`src/hdl/tmr_mode_pkg.sv`:
```
// package for the timer mode and match-a status block
// holds register offsets, reset values and field positions
// assumes an 8-bit register port with byte offsets in the low address byte
package tmr_mode_pkg;

  // ----------------------------------------------------------------
  // register port geometry
  // ----------------------------------------------------------------
  localparam int ADDR_W = 8;
  localparam int DATA_W = 8;
  localparam int NUM_CH = 3;
  localparam int COUNTER_W = 16;

  // ----------------------------------------------------------------
  // register offsets
  // ----------------------------------------------------------------
  localparam logic [ADDR_W-1:0] OFS_TIMER_MODE_SELECT = 8'h62;
  localparam logic [ADDR_W-1:0] OFS_MATCH_A_STATUS_ENABLE = 8'h64;

  // ----------------------------------------------------------------
  // reset values and fixed-one bits
  // ----------------------------------------------------------------
  localparam logic [DATA_W-1:0] RST_TIMER_MODE_SELECT = 8'h98;
  localparam logic [DATA_W-1:0] RST_MATCH_A_STATUS_ENABLE = 8'h88;
  localparam logic [DATA_W-1:0] ONES_TIMER_MODE_SELECT = 8'h98;
  localparam logic [DATA_W-1:0] ONES_MATCH_A_STATUS_ENABLE = 8'h88;
  localparam logic [DATA_W-1:0] READ_UNMAPPED = 8'h00;

  // ----------------------------------------------------------------
  // field positions, timer_mode_select
  // ----------------------------------------------------------------
  localparam int BIT_PHASE_COUNT_SELECT = 6;
  localparam int BIT_FLAG_DIRECTION_SELECT = 5;
  localparam int LSB_PULSE_MODE = 0;

  // ----------------------------------------------------------------
  // field positions, match_a_status_enable
  // ----------------------------------------------------------------
  localparam int LSB_MATCH_A_IRQ_EN = 4;
  localparam int LSB_MATCH_A_FLAG = 0;

  // ----------------------------------------------------------------
  // counter limits
  // ----------------------------------------------------------------
  localparam logic [COUNTER_W-1:0] COUNTER_MAX = 16'hFFFF;
  localparam logic [COUNTER_W-1:0] COUNTER_ZERO = 16'h0000;
  localparam logic [COUNTER_W-1:0] COUNTER_ONE = 16'h0001;

endpackage

```
`src/hdl/tmr_mode_status.sv`:
```
// mode select, match-a status/enable and channel 2 counter of a 3-channel timer
// assumes match, capture, tick and clear events come from channel logic on MCLK_I
// and that the quadrature inputs are asynchronous pins
//
// Chosen here: the address-and-strobe port and the register addresses.
`timescale 1ns/100ps
`default_nettype none

// Overview of operation
// - mode register loads 0x98 on reset/standby
// - mode bits 7,4,3 read one, ignore writes
// - bit 6 selects channel 2 phase counting
// - phase mode counts both edges of both inputs
// - phase mode overrides external edge and prescaler
// - clear, compare, capture and flags still work
// - bit 5: overflow only, else both directions
// - bits 2..0 select pulse mode per channel
// - pulse pin set on match a, cleared b
// - status register loads 0x88 on reset/standby
// - status bits 7,3 read one, ignore writes
// - bits 6..4 enable per-channel match-a interrupt
// - compare mode: equality sets channel flag
// - capture mode: capture transfer sets channel flag
// - flag clears by read-one then write-zero
// - writing one to a flag has no effect
module tmr_mode_status #(
  parameter int CNT_W = tmr_mode_pkg::COUNTER_W
) (
  // clock and reset
  input wire logic MCLK_I,
  input wire logic RESETN_I,
  input wire logic STANDBY_I,
  // register port
  input wire logic [tmr_mode_pkg::ADDR_W-1:0] ADDR_I,
  input wire logic [tmr_mode_pkg::DATA_W-1:0] WDATA_I,
  input wire logic WR_I,
  input wire logic RD_I,
  output logic [tmr_mode_pkg::DATA_W-1:0] RDATA_O,
  // channel events
  input wire logic [tmr_mode_pkg::NUM_CH-1:0] MATCH_A_I,
  input wire logic [tmr_mode_pkg::NUM_CH-1:0] MATCH_B_I,
  input wire logic [tmr_mode_pkg::NUM_CH-1:0] CAPTURE_A_I,
  input wire logic [tmr_mode_pkg::NUM_CH-1:0] A_IS_CAPTURE_I,
  // channel 2 counter control
  input wire logic COUNT_TICK_CH2_I,
  input wire logic CLEAR_CH2_I,
  output logic [CNT_W-1:0] COUNTER_CH2_O,
  output logic OVERFLOW_CH2_O,
  // quadrature pins
  input wire logic QUAD_INPUT_A_I,
  input wire logic QUAD_INPUT_B_I,
  // pulse pins
  output logic [tmr_mode_pkg::NUM_CH-1:0] PULSE_OUT_O,
  output logic [tmr_mode_pkg::NUM_CH-1:0] PULSE_OE_O,
  // interrupts
  output logic [tmr_mode_pkg::NUM_CH-1:0] MATCH_A_IRQ_O,
  output logic IRQ_O
);
  import tmr_mode_pkg::*;

  // ----------------------------------------------------------------
  // state
  // ----------------------------------------------------------------
  typedef struct packed {
    logic [2:0] qa_sync;
    logic [2:0] qb_sync;
    logic qa_lvl;
    logic qb_lvl;
    logic phase_count_select;
    logic flag_direction_select;
    logic [NUM_CH-1:0] pulse_mode;
    logic [NUM_CH-1:0] irq_en;
    logic [NUM_CH-1:0] flag;
    logic [NUM_CH-1:0] armed;
    logic [CNT_W-1:0] counter;
    logic [NUM_CH-1:0] pulse_out;
    logic overflow;
    logic [NUM_CH-1:0] irq_ch;
    logic irq;
    logic [DATA_W-1:0] rdata;
  } state_t;

  state_t state_q;
  state_t state_d;

  // ----------------------------------------------------------------
  // helpers
  // ----------------------------------------------------------------

  // read image of the mode register
  function automatic logic [DATA_W-1:0] mode_image(input state_t s);
    logic [DATA_W-1:0] v;
    v = ONES_TIMER_MODE_SELECT;
    v[BIT_PHASE_COUNT_SELECT] = s.phase_count_select;
    v[BIT_FLAG_DIRECTION_SELECT] = s.flag_direction_select;
    v[LSB_PULSE_MODE +: NUM_CH] = s.pulse_mode;
    return v;
  endfunction

  // read image of the match-a status/enable register
  function automatic logic [DATA_W-1:0] status_image(input state_t s);
    logic [DATA_W-1:0] v;
    v = ONES_MATCH_A_STATUS_ENABLE;
    v[LSB_MATCH_A_IRQ_EN +: NUM_CH] = s.irq_en;
    v[LSB_MATCH_A_FLAG +: NUM_CH] = s.flag;
    return v;
  endfunction

  // ----------------------------------------------------------------
  // decode and event terms
  // ----------------------------------------------------------------
  logic sel_mode;
  logic sel_status;
  logic qa_new;
  logic qb_new;
  logic qa_edge;
  logic qb_edge;
  logic quad_step;
  logic quad_up;
  logic step;
  logic up;
  logic [NUM_CH-1:0] flag_set;
  logic [NUM_CH-1:0] flag_clr;

  // register select from address
  assign sel_mode = (ADDR_I == OFS_TIMER_MODE_SELECT);
  assign sel_status = (ADDR_I == OFS_MATCH_A_STATUS_ENABLE);

  // filtered pin levels: a change counts once stages two and three agree
  assign qa_new = (state_q.qa_sync[1] == state_q.qa_sync[2]) ? state_q.qa_sync[2] :
                  state_q.qa_lvl;
  assign qb_new = (state_q.qb_sync[1] == state_q.qb_sync[2]) ? state_q.qb_sync[2] :
                  state_q.qb_lvl;
  assign qa_edge = qa_new ^ state_q.qa_lvl;
  assign qb_edge = qb_new ^ state_q.qb_lvl;

  // quadrature decode; a double change is an illegal jump and is dropped
  always_comb begin
    quad_step = qa_edge ^ qb_edge;
    quad_up = 1'b0;
    if (qa_edge) begin
      quad_up = (qa_new != state_q.qb_lvl);
    end else if (qb_edge) begin
      quad_up = (qb_new == state_q.qa_lvl);
    end
  end

  // count source: phase mode takes precedence over the external tick
  assign step = state_q.phase_count_select ? quad_step : COUNT_TICK_CH2_I;
  assign up = state_q.phase_count_select ? quad_up : 1'b1;

  // flag events: compare equality or capture transfer
  assign flag_set = (MATCH_A_I & ~A_IS_CAPTURE_I)
                  | (CAPTURE_A_I & A_IS_CAPTURE_I);

  // clear request: zero written to an armed flag, ones ignored
  assign flag_clr = (WR_I && sel_status) ?
                    (state_q.armed & ~WDATA_I[LSB_MATCH_A_FLAG +: NUM_CH]) :
                    '0;

  // ----------------------------------------------------------------
  // next state
  // ----------------------------------------------------------------
  always_comb begin
    state_d = state_q;

    // pin synchronisers
    state_d.qa_sync = {state_q.qa_sync[1:0], QUAD_INPUT_A_I};
    state_d.qb_sync = {state_q.qb_sync[1:0], QUAD_INPUT_B_I};
    state_d.qa_lvl = qa_new;
    state_d.qb_lvl = qb_new;

    // register writes
    if (WR_I && sel_mode) begin
      state_d.phase_count_select = WDATA_I[BIT_PHASE_COUNT_SELECT];
      state_d.flag_direction_select = WDATA_I[BIT_FLAG_DIRECTION_SELECT];
      state_d.pulse_mode = WDATA_I[LSB_PULSE_MODE +: NUM_CH];
    end
    if (WR_I && sel_status) begin
      state_d.irq_en = WDATA_I[LSB_MATCH_A_IRQ_EN +: NUM_CH];
      state_d.armed = '0; // any write ends the clear sequence
    end

    // reading a set flag arms its clear
    if (RD_I && sel_status) begin
      state_d.armed = state_q.armed | state_q.flag;
    end

    // set wins over clear
    state_d.flag = (state_q.flag & ~flag_clr) | flag_set;

    // channel 2 counter: clear, then count
    state_d.overflow = 1'b0;
    if (CLEAR_CH2_I) begin
      state_d.counter = COUNTER_ZERO;
    end else if (step) begin
      if (up) begin
        state_d.counter = state_q.counter + COUNTER_ONE;
        state_d.overflow = (state_q.counter == COUNTER_MAX);
      end else begin
        state_d.counter = state_q.counter - COUNTER_ONE;
        state_d.overflow = (state_q.counter == COUNTER_ZERO) &&
                           !state_q.flag_direction_select;
      end
    end

    // pulse outputs: set on match a, clear on match b
    for (int ch = 0; ch < NUM_CH; ch++) begin
      if (!state_q.pulse_mode[ch]) begin
        state_d.pulse_out[ch] = 1'b0;
      end else if (MATCH_A_I[ch]) begin
        state_d.pulse_out[ch] = 1'b1;
      end else if (MATCH_B_I[ch]) begin
        state_d.pulse_out[ch] = 1'b0;
      end
    end

    // standby returns both registers to their reset image
    if (STANDBY_I) begin
      state_d.phase_count_select = RST_TIMER_MODE_SELECT[BIT_PHASE_COUNT_SELECT];
      state_d.flag_direction_select = RST_TIMER_MODE_SELECT[BIT_FLAG_DIRECTION_SELECT];
      state_d.pulse_mode = RST_TIMER_MODE_SELECT[LSB_PULSE_MODE +: NUM_CH];
      state_d.irq_en = RST_MATCH_A_STATUS_ENABLE[LSB_MATCH_A_IRQ_EN +: NUM_CH];
      state_d.flag = RST_MATCH_A_STATUS_ENABLE[LSB_MATCH_A_FLAG +: NUM_CH];
      state_d.armed = '0;
      state_d.pulse_out = '0;
    end

    // interrupts follow the registered flags and enables
    state_d.irq_ch = state_d.flag & state_d.irq_en;
    state_d.irq = |state_d.irq_ch;

    // read data, valid the cycle after the strobe
    if (RD_I && sel_mode) begin
      state_d.rdata = mode_image(state_q);
    end else if (RD_I && sel_status) begin
      state_d.rdata = status_image(state_q);
    end else begin
      state_d.rdata = READ_UNMAPPED;
    end
  end

  // ----------------------------------------------------------------
  // state register
  // ----------------------------------------------------------------
  always_ff @(posedge MCLK_I) begin
    if (!RESETN_I) begin
      state_q <= '0;
      state_q.phase_count_select <= RST_TIMER_MODE_SELECT[BIT_PHASE_COUNT_SELECT];
      state_q.flag_direction_select <= RST_TIMER_MODE_SELECT[BIT_FLAG_DIRECTION_SELECT];
      state_q.pulse_mode <= RST_TIMER_MODE_SELECT[LSB_PULSE_MODE +: NUM_CH];
      state_q.irq_en <= RST_MATCH_A_STATUS_ENABLE[LSB_MATCH_A_IRQ_EN +: NUM_CH];
      state_q.flag <= RST_MATCH_A_STATUS_ENABLE[LSB_MATCH_A_FLAG +: NUM_CH];
    end else begin
      state_q <= state_d;
    end
  end

  // ----------------------------------------------------------------
  // outputs
  // ----------------------------------------------------------------
  assign RDATA_O = state_q.rdata;
  assign COUNTER_CH2_O = state_q.counter;
  assign OVERFLOW_CH2_O = state_q.overflow;
  assign PULSE_OUT_O = state_q.pulse_out;
  assign PULSE_OE_O = state_q.pulse_mode;
  assign MATCH_A_IRQ_O = state_q.irq_ch;
  assign IRQ_O = state_q.irq;

endmodule
`default_nettype wire

```
`config.mk`:
```
export PLATFORM = sky130hd
export DESIGN_NAME = tmr_mode_status
export DESIGN_NICKNAME = d
export VERILOG_FILES = /design/src/hdl/tmr_mode_pkg.sv /design/src/hdl/tmr_mode_status.sv
export SDC_FILE = /design/constraint.sdc
export NUM_CORES = 1
export LEC_CHECK = 0
export BUFFER_PORTS_ARGS = -buffer_cell sky130_fd_sc_hd__buf_2
export CAP_MARGIN = 20
export CORE_ASPECT_RATIO = 1.75
export CORE_MARGIN = 2
export CORE_UTILIZATION = 40
export DETAILED_ROUTE_END_ITERATION = 16
export PLACE_DENSITY = 0.74
export SYNTH_ARGS = -nofsm -noshare
export SYNTH_HDL_FRONTEND = slang
export SYNTH_SLANG_ARGS = --single-unit
```
`constraint.sdc`:
```
create_clock -name MCLK_I -period 9.7 [get_ports MCLK_I]
set_input_delay 2.425 -clock MCLK_I [delete_from_list [all_inputs] [get_ports MCLK_I]]
set_output_delay 2.425 -clock MCLK_I [all_outputs]
set_load 0.1 [all_outputs]
```
==> results of run 1 <==
==> area by class of cell <==
cell class              instances  area [sq um]  area share, %
repair buffers                 69           345           10.4
flip-flops and latches         53          1060           32.0
inverters                       8          30.0          0.904
clock buffers                   5           125           3.77
multi-input cells             235          1620           48.7
well taps                      86           108           3.24
clock inverters                 2          35.0           1.06
==> Yosys cell counts (2+ instances only) <==
library cell and number:
or4_1 2, clkbuf_1 5, a21oi_1 24, a211oi_1 5
nand3_1 2, buf_6 2, a211oi_2 3, nand4_1 8
mux2i_1 17, a31oi_1 2, a21oi_2 2, buf_4 33
nand2_1 22, nor3b_1 5, a21o_1 5, dfxtp_1 53
nor2b_1 9, or3_1 3, xor2_1 5, o21ai_1 2
nand2b_1 6, a22oi_1 5, o211ai_1 4, a211o_1 2
nor3b_2 2, o22ai_1 4, nor2_1 34, ha_1 14
inv_1 7, xnor2_1 8, nor4_1 4, a21boi_0 2
a41oi_1 2, o21bai_1 3, and2_1 7, o21ai_0 12
==> cell families after synthesis <==
group	count (synthesis)
DFF	53
adders and majority gates	15
muxes	17
and+or+nand+nor	109
xor gates and xnor gates	13
buffers and inverters	49
AOI/OAI and AO/OA	81
==> cells in the final DEF, fill, tap and decap left out, drive strengths merged, types with 3 or more instances in the layout <==
| cell type | count |
|---|---|
| a211oi | 8 |
| a21o | 5 |
| a21oi | 26 |
| a22oi | 5 |
| and2 | 7 |
| buf | 69 |
| clkbuf | 5 |
| dfxtp | 53 |
| ha | 14 |
| inv | 8 |
| mux2i | 17 |
| nand2 | 22 |
| nand2b | 6 |
| nand4 | 8 |
| nor2 | 34 |
| nor2b | 9 |
| nor3b | 7 |
| nor4 | 4 |
| o211ai | 4 |
| o21ai | 15 |
| o21bai | 3 |
| o22ai | 4 |
| or3 | 3 |
| xnor2 | 8 |
| xor2 | 5 |
==> final timing paths <==
path | startpoint | end | slack, ns | cells after the start
hold / removal | state_d[49]$_SDFF_PN0_ | state_d[50]$_SDFF_PN0_ | 0.44 | 1
setup / recovery | state_q[46]$_SDFF_PN0_ | COUNTER_CH2_O[14]$_SDFFE_PP0N_ | 5.82 | 12
hold reg to reg | state_d[49]$_SDFF_PN0_ | state_d[50]$_SDFF_PN0_ | 0.44 | 1
setup reg to reg | state_q[46]$_SDFF_PN0_ | COUNTER_CH2_O[14]$_SDFFE_PP0N_ | 5.82 | 12
==> worst max-delay path: stages, from the launching register on <==
cell      delay, ns
dfxtp_1        0.41
nor3b_1        0.29
a21oi_1        0.11
a41oi_1        0.46
inv_1          0.46
fa_1           0.55
a211oi_2       0.23
o21bai_1       0.17
o221ai_2       0.19
nand2_1        0.13
or4_1          0.49
nand4_1        0.12
o22ai_1        0.08
==> registers in the layout, summed over array words and instances, names as in the netlist <==
signal          count
COUNTER_CH2_O      16
MATCH_A_IRQ_O       3
state_q            15
OVERFLOW_CH2_O      1
state_d             4
IRQ_O               1
PULSE_OE_O          3
PULSE_OUT_O         3
RDATA_O             7
==> layer usage <==
metal	vias to the layer above	track usage [%]	wire (um)
met5	-	0	0
met4	0	9.93	344
met3	25	4.01	340
met2	78	29.9	3390
met1	1116	16.2	2500
li1	1239	-	-
==> per-stage QoR <==
stage	hold slack, ns	power (uW)	utilization, %
after floorplan	0.412	245	-
after global placement	0.417	255	43.7
after detailed placement	0.427	256	43.7
after CTS	0.445	453	45.9
after global routing	0.457	463	45.9
final	0.438	449	45.9
==> power breakdown <==
group,leakage (uW),total (uW),switching (uW),internal [uW]
Combinational,0.00106,28.4,16.9,11.5
Clock,0.0000797,199,78.8,120
Sequential,0.000429,222,2.45,220
Total,0.00157,449,98.1,351
==> flow_metrics.py, run 1 <==
metrics = {
    "drt": {
        "vias": 2458,
        "route.detailed.drc": 0,
        "first_iter_violations": 117,
        "postRouteWirelength_um": 6580,
        "antenna_left": 0,
        "wl_per_cell_um": 14.4,
        "drtPass1Iterations": 4,
        "viasPerCell": 5.37,
    },
    "cts": {
        "clkTransAtPathRegs_ns": 0.07,
        "cts_sinks": 53,
        "cts_tree": "yes",
        "post_cts_buffers": 0,
        "ctsLongestPathBuffers": 2,
        "htreeDepth": 2,
        "numCtsBuffers": 5,
        "ctsHoldBuffers": 0,
        "insertion_delay_ns": 0.29,
        "cts_resized": 0,
        "clock_tree.root_cell": "clkbuf_16",
    },
    "floorplanning": {
        "die-area_sq_mm": 0.00824,
        "die_w_um": 69.5,
        "fp.coreArea_sq_mm": 0.00723,
        "die_y_um": 119,
        "io_pins": 72,
        "initial_core_util_pct": 41.5,
        "rows": 41,
    },
    "layout": {
        "design_area_sq_mm": 0.00332,
        "final_nets": 424,
        "n_antenna_cell": 0,
        "drive_gt1_share_pct": 23.7,
        "fillCellCount": 696,
        "layout.cells.non_filler": 458,
        "layout-area-overhead-vs-synth_pct": 10.6,
    },
    "run": {
        "cap_viol_max_count": 0,
    },
    "placed_design": {
        "dpl.cell_count": 451,
        "dp_hpwl_um": 5140,
        "place_area_sq_mm": 0.00316,
        "pre_cts_ws_ns": 5.57,
        "numPortBuffers": 69,
        "place_congestion": 0.804,
    },
    "setup_path": {
        "worstPathArrival_ns": 4.01,
        "crit_path_max_fanout": 15,
        "criticalPathCategory": "flop to flop",
        "worstSetupEndpointType": "flop",
        "required_ns": 9.83,
        "start_kind": "flop",
    },
    "synth": {
        "synthFlopType": "dfxtp_1",
        "synth_compound_area_share_pct": 18.0,
        "synth_area_per_cell_sq_um": 8.91,
        "netlist_area_sq_mm": 0.00300,
        "ys_seq_elements": 53,
        "synth_top_area_share_pct": 35.3,
        "synth_area_leaders": "dfxtp_1 35%, buf_4 8.3%, ha_1 5.8%",
        "synthMuxAreaShare_pct": 5.67,
        "synth_top_family_by_area": "simple AND/OR/NAND/NOR gates",
        "synthArstFlopShare_pct": 0,
        "synth.distinct_cells": 48,
        "seq_area_frac_synth_pct": 35.3,
        "synthXorXnorAreaFrac_pct": 3.79,
        "synth-simple-area-share_pct": 19.9,
        "synth_top_area_cell": "dfxtp_1",
        "synth_fa_ha_area_share_pct": 6.50,
        "synthesis.nets": 389,
        "ys_warn_count": 0,
        "synth_edf_count": 0,
        "syn_inst": 337,
    },
    "grt": {
        "grt_use_total_pct": 16.3,
        "grt_pass1_wl_um": 10900,
        "grt_pass1_vias": 2420,
        "antenna_found_initial": 0,
        "grt_start_max_net_pins": 21,
        "globalRouteOverflowTotal": 0,
    },
    "worst_hold_path": {
        "hold_class": "flop to flop",
    },
    "sta": {
        "slew_violations": 0,
        "min_period_ns": 3.88,
        "setup_viol": 0,
        "finalHoldViolCount": 0,
        "clock_skew_ns": 0.00316,
        "worst_slack_ns": 5.82,
        "slew_headroom_pct": 28.8,
        "fin_crit_sh_pct": 40.0,
        "rsz0062_at_grt": "false",
        "fin_setup_tns_ns": 0,
        "tightestPinTransition_ns": 1.07,
        "fmax_ghz": 0.258,
    },
    "power_and_ir_drop": {
        "p_leak_uw": 0.00157,
        "power_density_mw_per_mm2": 135,
        "peakVddDrop_uv": 138,
    },
    "status": {
        "status": "completed",
    },
}
(Power assumes the default switching activity.)
==> run 2: changes to the inputs <==
--- a/config.mk
+++ b/config.mk
@@ -11,7 +11,7 @@
 export CORE_MARGIN = 2
 export CORE_UTILIZATION = 40
 export DETAILED_ROUTE_END_ITERATION = 16
-export PLACE_DENSITY = 0.74
+export PLACE_DENSITY = 0.76
 export SYNTH_ARGS = -nofsm -noshare
 export SYNTH_HDL_FRONTEND = slang
 export SYNTH_SLANG_ARGS = --single-unit
==> constraint.sdc (replaced) <==
create_clock -name MCLK_I -period 3.2 [get_ports MCLK_I]
set_input_delay 0.8 -clock MCLK_I [delete_from_list [all_inputs] [get_ports MCLK_I]]
set_output_delay 0.8 -clock MCLK_I [all_outputs]
set_load 0.1 [all_outputs]
==> flow_metrics.py, run 2 (synthesis gave the netlist of run 1 again) <==
metrics = {
    "setup_path": {
        "worstSetupEndpointType": "flop",
        "start_kind": "flop",
        "worstPathArrival_ns": 3.17,
        "rrSetupSlack_ns": 0.17,
        "crit_path_max_fanout": 6,
        "required_ns": 3.35,
        "reg2reg_depth": 14,
        "critical_path.cell_chain": "nand2_1 -> o21ai_0 -> a21oi_1 -> a41oi_2 -> inv_2 -> buf_4 -> ha_1 -> o211ai_1 -> o21ai_2 -> o21ai_0 -> nand2b_1 -> a211o_1 -> nand4_1 -> a21oi_1",
        "criticalPathCategory": "flop to flop",
        "slowest_stage": "dfxtp_2",
        "max_stage_delay_ns": 0.37,
    },
    "power_and_ir_drop": {
        "share_comb_of_total_power_pct": 6.5,
        "p_seq_share_pct": 49.6,
        "p_sw_uw": 294,
        "p_leak_uw": 0.00164,
        "swShare_pct": 21.6,
        "p_int_uw": 1070,
        "total_power_uw": 1360,
        "power_density_mw_per_mm2": 394,
        "p_clk_share_pct": 44.0,
        "peakVddDrop_uv": 342,
    },
    "layout": {
        "n_antenna_cell": 0,
        "drive_gt1_share_pct": 28.7,
        "final_cell_mix": "69 x buf_2, 48 x dfxtp_1, 34 x nor2_1, 24 x a21oi_1, 20 x nand2_1",
        "layout-area-overhead-vs-synth_pct": 15.2,
        "layout_commonest_cell": "buf_2",
        "final_nets": 435,
        "largest_reg_flops": 16,
        "design_area_sq_mm": 0.00346,
    },
    "floorplanning": {
        "initial_core_util_pct": 41.5,
        "fp.coreArea_sq_mm": 0.00723,
        "die-area_sq_mm": 0.00824,
        "die_y_um": 119,
        "rows": 41,
        "io_pins": 72,
        "die_w_um": 69.5,
    },
    "worst_hold_path": {
        "min_path_cells": 1,
        "hold_class": "flop to flop",
    },
    "grt": {
        "grt_pass1_wl_um": 11500,
        "globalRouteOverflowTotal": 0,
        "antenna_found_initial": 0,
        "grt_pass1_vias": 2603,
        "grt_start_max_net_pins": 21,
        "grt_use_total_pct": 17.1,
    },
    "drt": {
        "drtPass1Iterations": 4,
        "antenna_left": 0,
        "route.detailed.drc": 0,
        "wl_per_cell_um": 15.0,
        "vias": 2608,
        "postRouteWirelength_um": 7050,
        "viasPerCell": 5.56,
        "first_iter_violations": 129,
    },
    "cts": {
        "insertion_delay_ns": 0.29,
        "clkTransAtPathRegs_ns": 0.07,
        "clock_tree.root_cell": "clkbuf_16",
        "cts_tree": "yes",
        "cts_sinks": 53,
        "htreeDepth": 2,
        "ctsLongestPathBuffers": 2,
        "numCtsBuffers": 5,
        "ctsHoldBuffers": 0,
    },
    "sta": {
        "slew_violations": 0,
        "fin_crit_sh_pct": 94.6,
        "finalHoldViolCount": 0,
        "fmax_ghz": 0.330,
        "clock_skew_ns": 0.00466,
        "setup_viol": 0,
        "min_period_ns": 3.03,
        "tightestPinTransition_ns": 0.671,
        "worst_slack_ns": 0.173,
        "slew_headroom_pct": 55.0,
    },
    "run": {
        "cap_viol_max_count": 0,
    },
    "placed_design": {
        "place_area_sq_mm": 0.00321,
        "pre_cts_ws_ns": -0.0179,
        "place_congestion": 0.892,
        "numPortBuffers": 69,
        "dp_hpwl_um": 5280,
    },
    "status": {
        "status": "completed",
    },
}
run 2: cell types whose count changed in the layout (fill, tap and decap cells not counted), moves of 2 or more:
cell     delta
dfxtp_2     +5
dfxtp_1     -5
buf_4      +11
nand2_2     +2
nand2_1     -2
run 2: through the flow:
stage | util (%) | hold slack [ns] | TNS (ns) | std cells
3_3_place_gp | 44.3 | 0.421 | 0 | 457
5_1_grt | 47.8 | 0.459 | -0.0915 | 469
4_1_cts | 46.6 | 0.443 | 0 | 464
3_5_place_dp | 44.3 | 0.424 | -0.0179 | 457
2_1_floorplan | - | 0.412 | 0 | 337
6_report | 47.8 | 0.437 | 0 | 469
run 2: power groups by stage:
stage | Clock (uW) | Combinational, uW | Sequential [uW]
5_1_grt | 634 | 95.8 | 675
4_1_cts | 608 | 88.5 | 673
6_report | 598 | 88.1 | 674
3_5_place_dp | 0 | 88.3 | 688
2_1_floorplan | 0 | 57.3 | 687
3_3_place_gp | 0 | 86.0 | 688
run 2: final timing paths:
check	start	endpoint
max	state_d[53]$_SDFF_PN0_	COUNTER_CH2_O[9]$_SDFFE_PP0N_
min	state_d[49]$_SDFF_PN0_	state_d[50]$_SDFF_PN0_
max reg2reg	state_d[53]$_SDFF_PN0_	COUNTER_CH2_O[9]$_SDFFE_PP0N_
min reg2reg	state_d[49]$_SDFF_PN0_	state_d[50]$_SDFF_PN0_
run 2: what timing repair did:
item,4_1_cts,5_1_grt
gates resized for setup,2,11
setup endpoints to repair,2,6
buffers inserted,0,5
pin swaps,0,4
run 2: routing by layer:
metal | share of wire (%) | GRT usage [%] | wire length, um
met4 | 5.6 | 9.68 | 398
met1 | 36 | 16.8 | 2530
met2 | 52 | 31.9 | 3700
met5 | 0 | 0 | 0
met3 | 6.0 | 3.92 | 420
run 2: layout make-up:
| type | count | area (sq um) |
|---|---|---|
| Clock buffer | 5 | 125 |
| Clock inverter | 2 | 35.0 |
| Fill cell | 682 | 3780 |
| Inverter | 8 | 30.0 |
| Multi-Input combinational cell | 235 | 1660 |
| Sequential cell | 53 | 1070 |
| Tap cell | 86 | 108 |
| Timing Repair Buffer | 80 | 428 |
run 2: worst max-delay path: cells and delay by family, from the launching register on:
kind,cells,cell delay [ns]
AO/OA/AOI/OAI,8,1.54
adder cells (fa/ha/maj),1,0.34
buffers and inverters,2,0.28
flip-flops,1,0.37
AND/OR/NAND/NOR,3,0.34
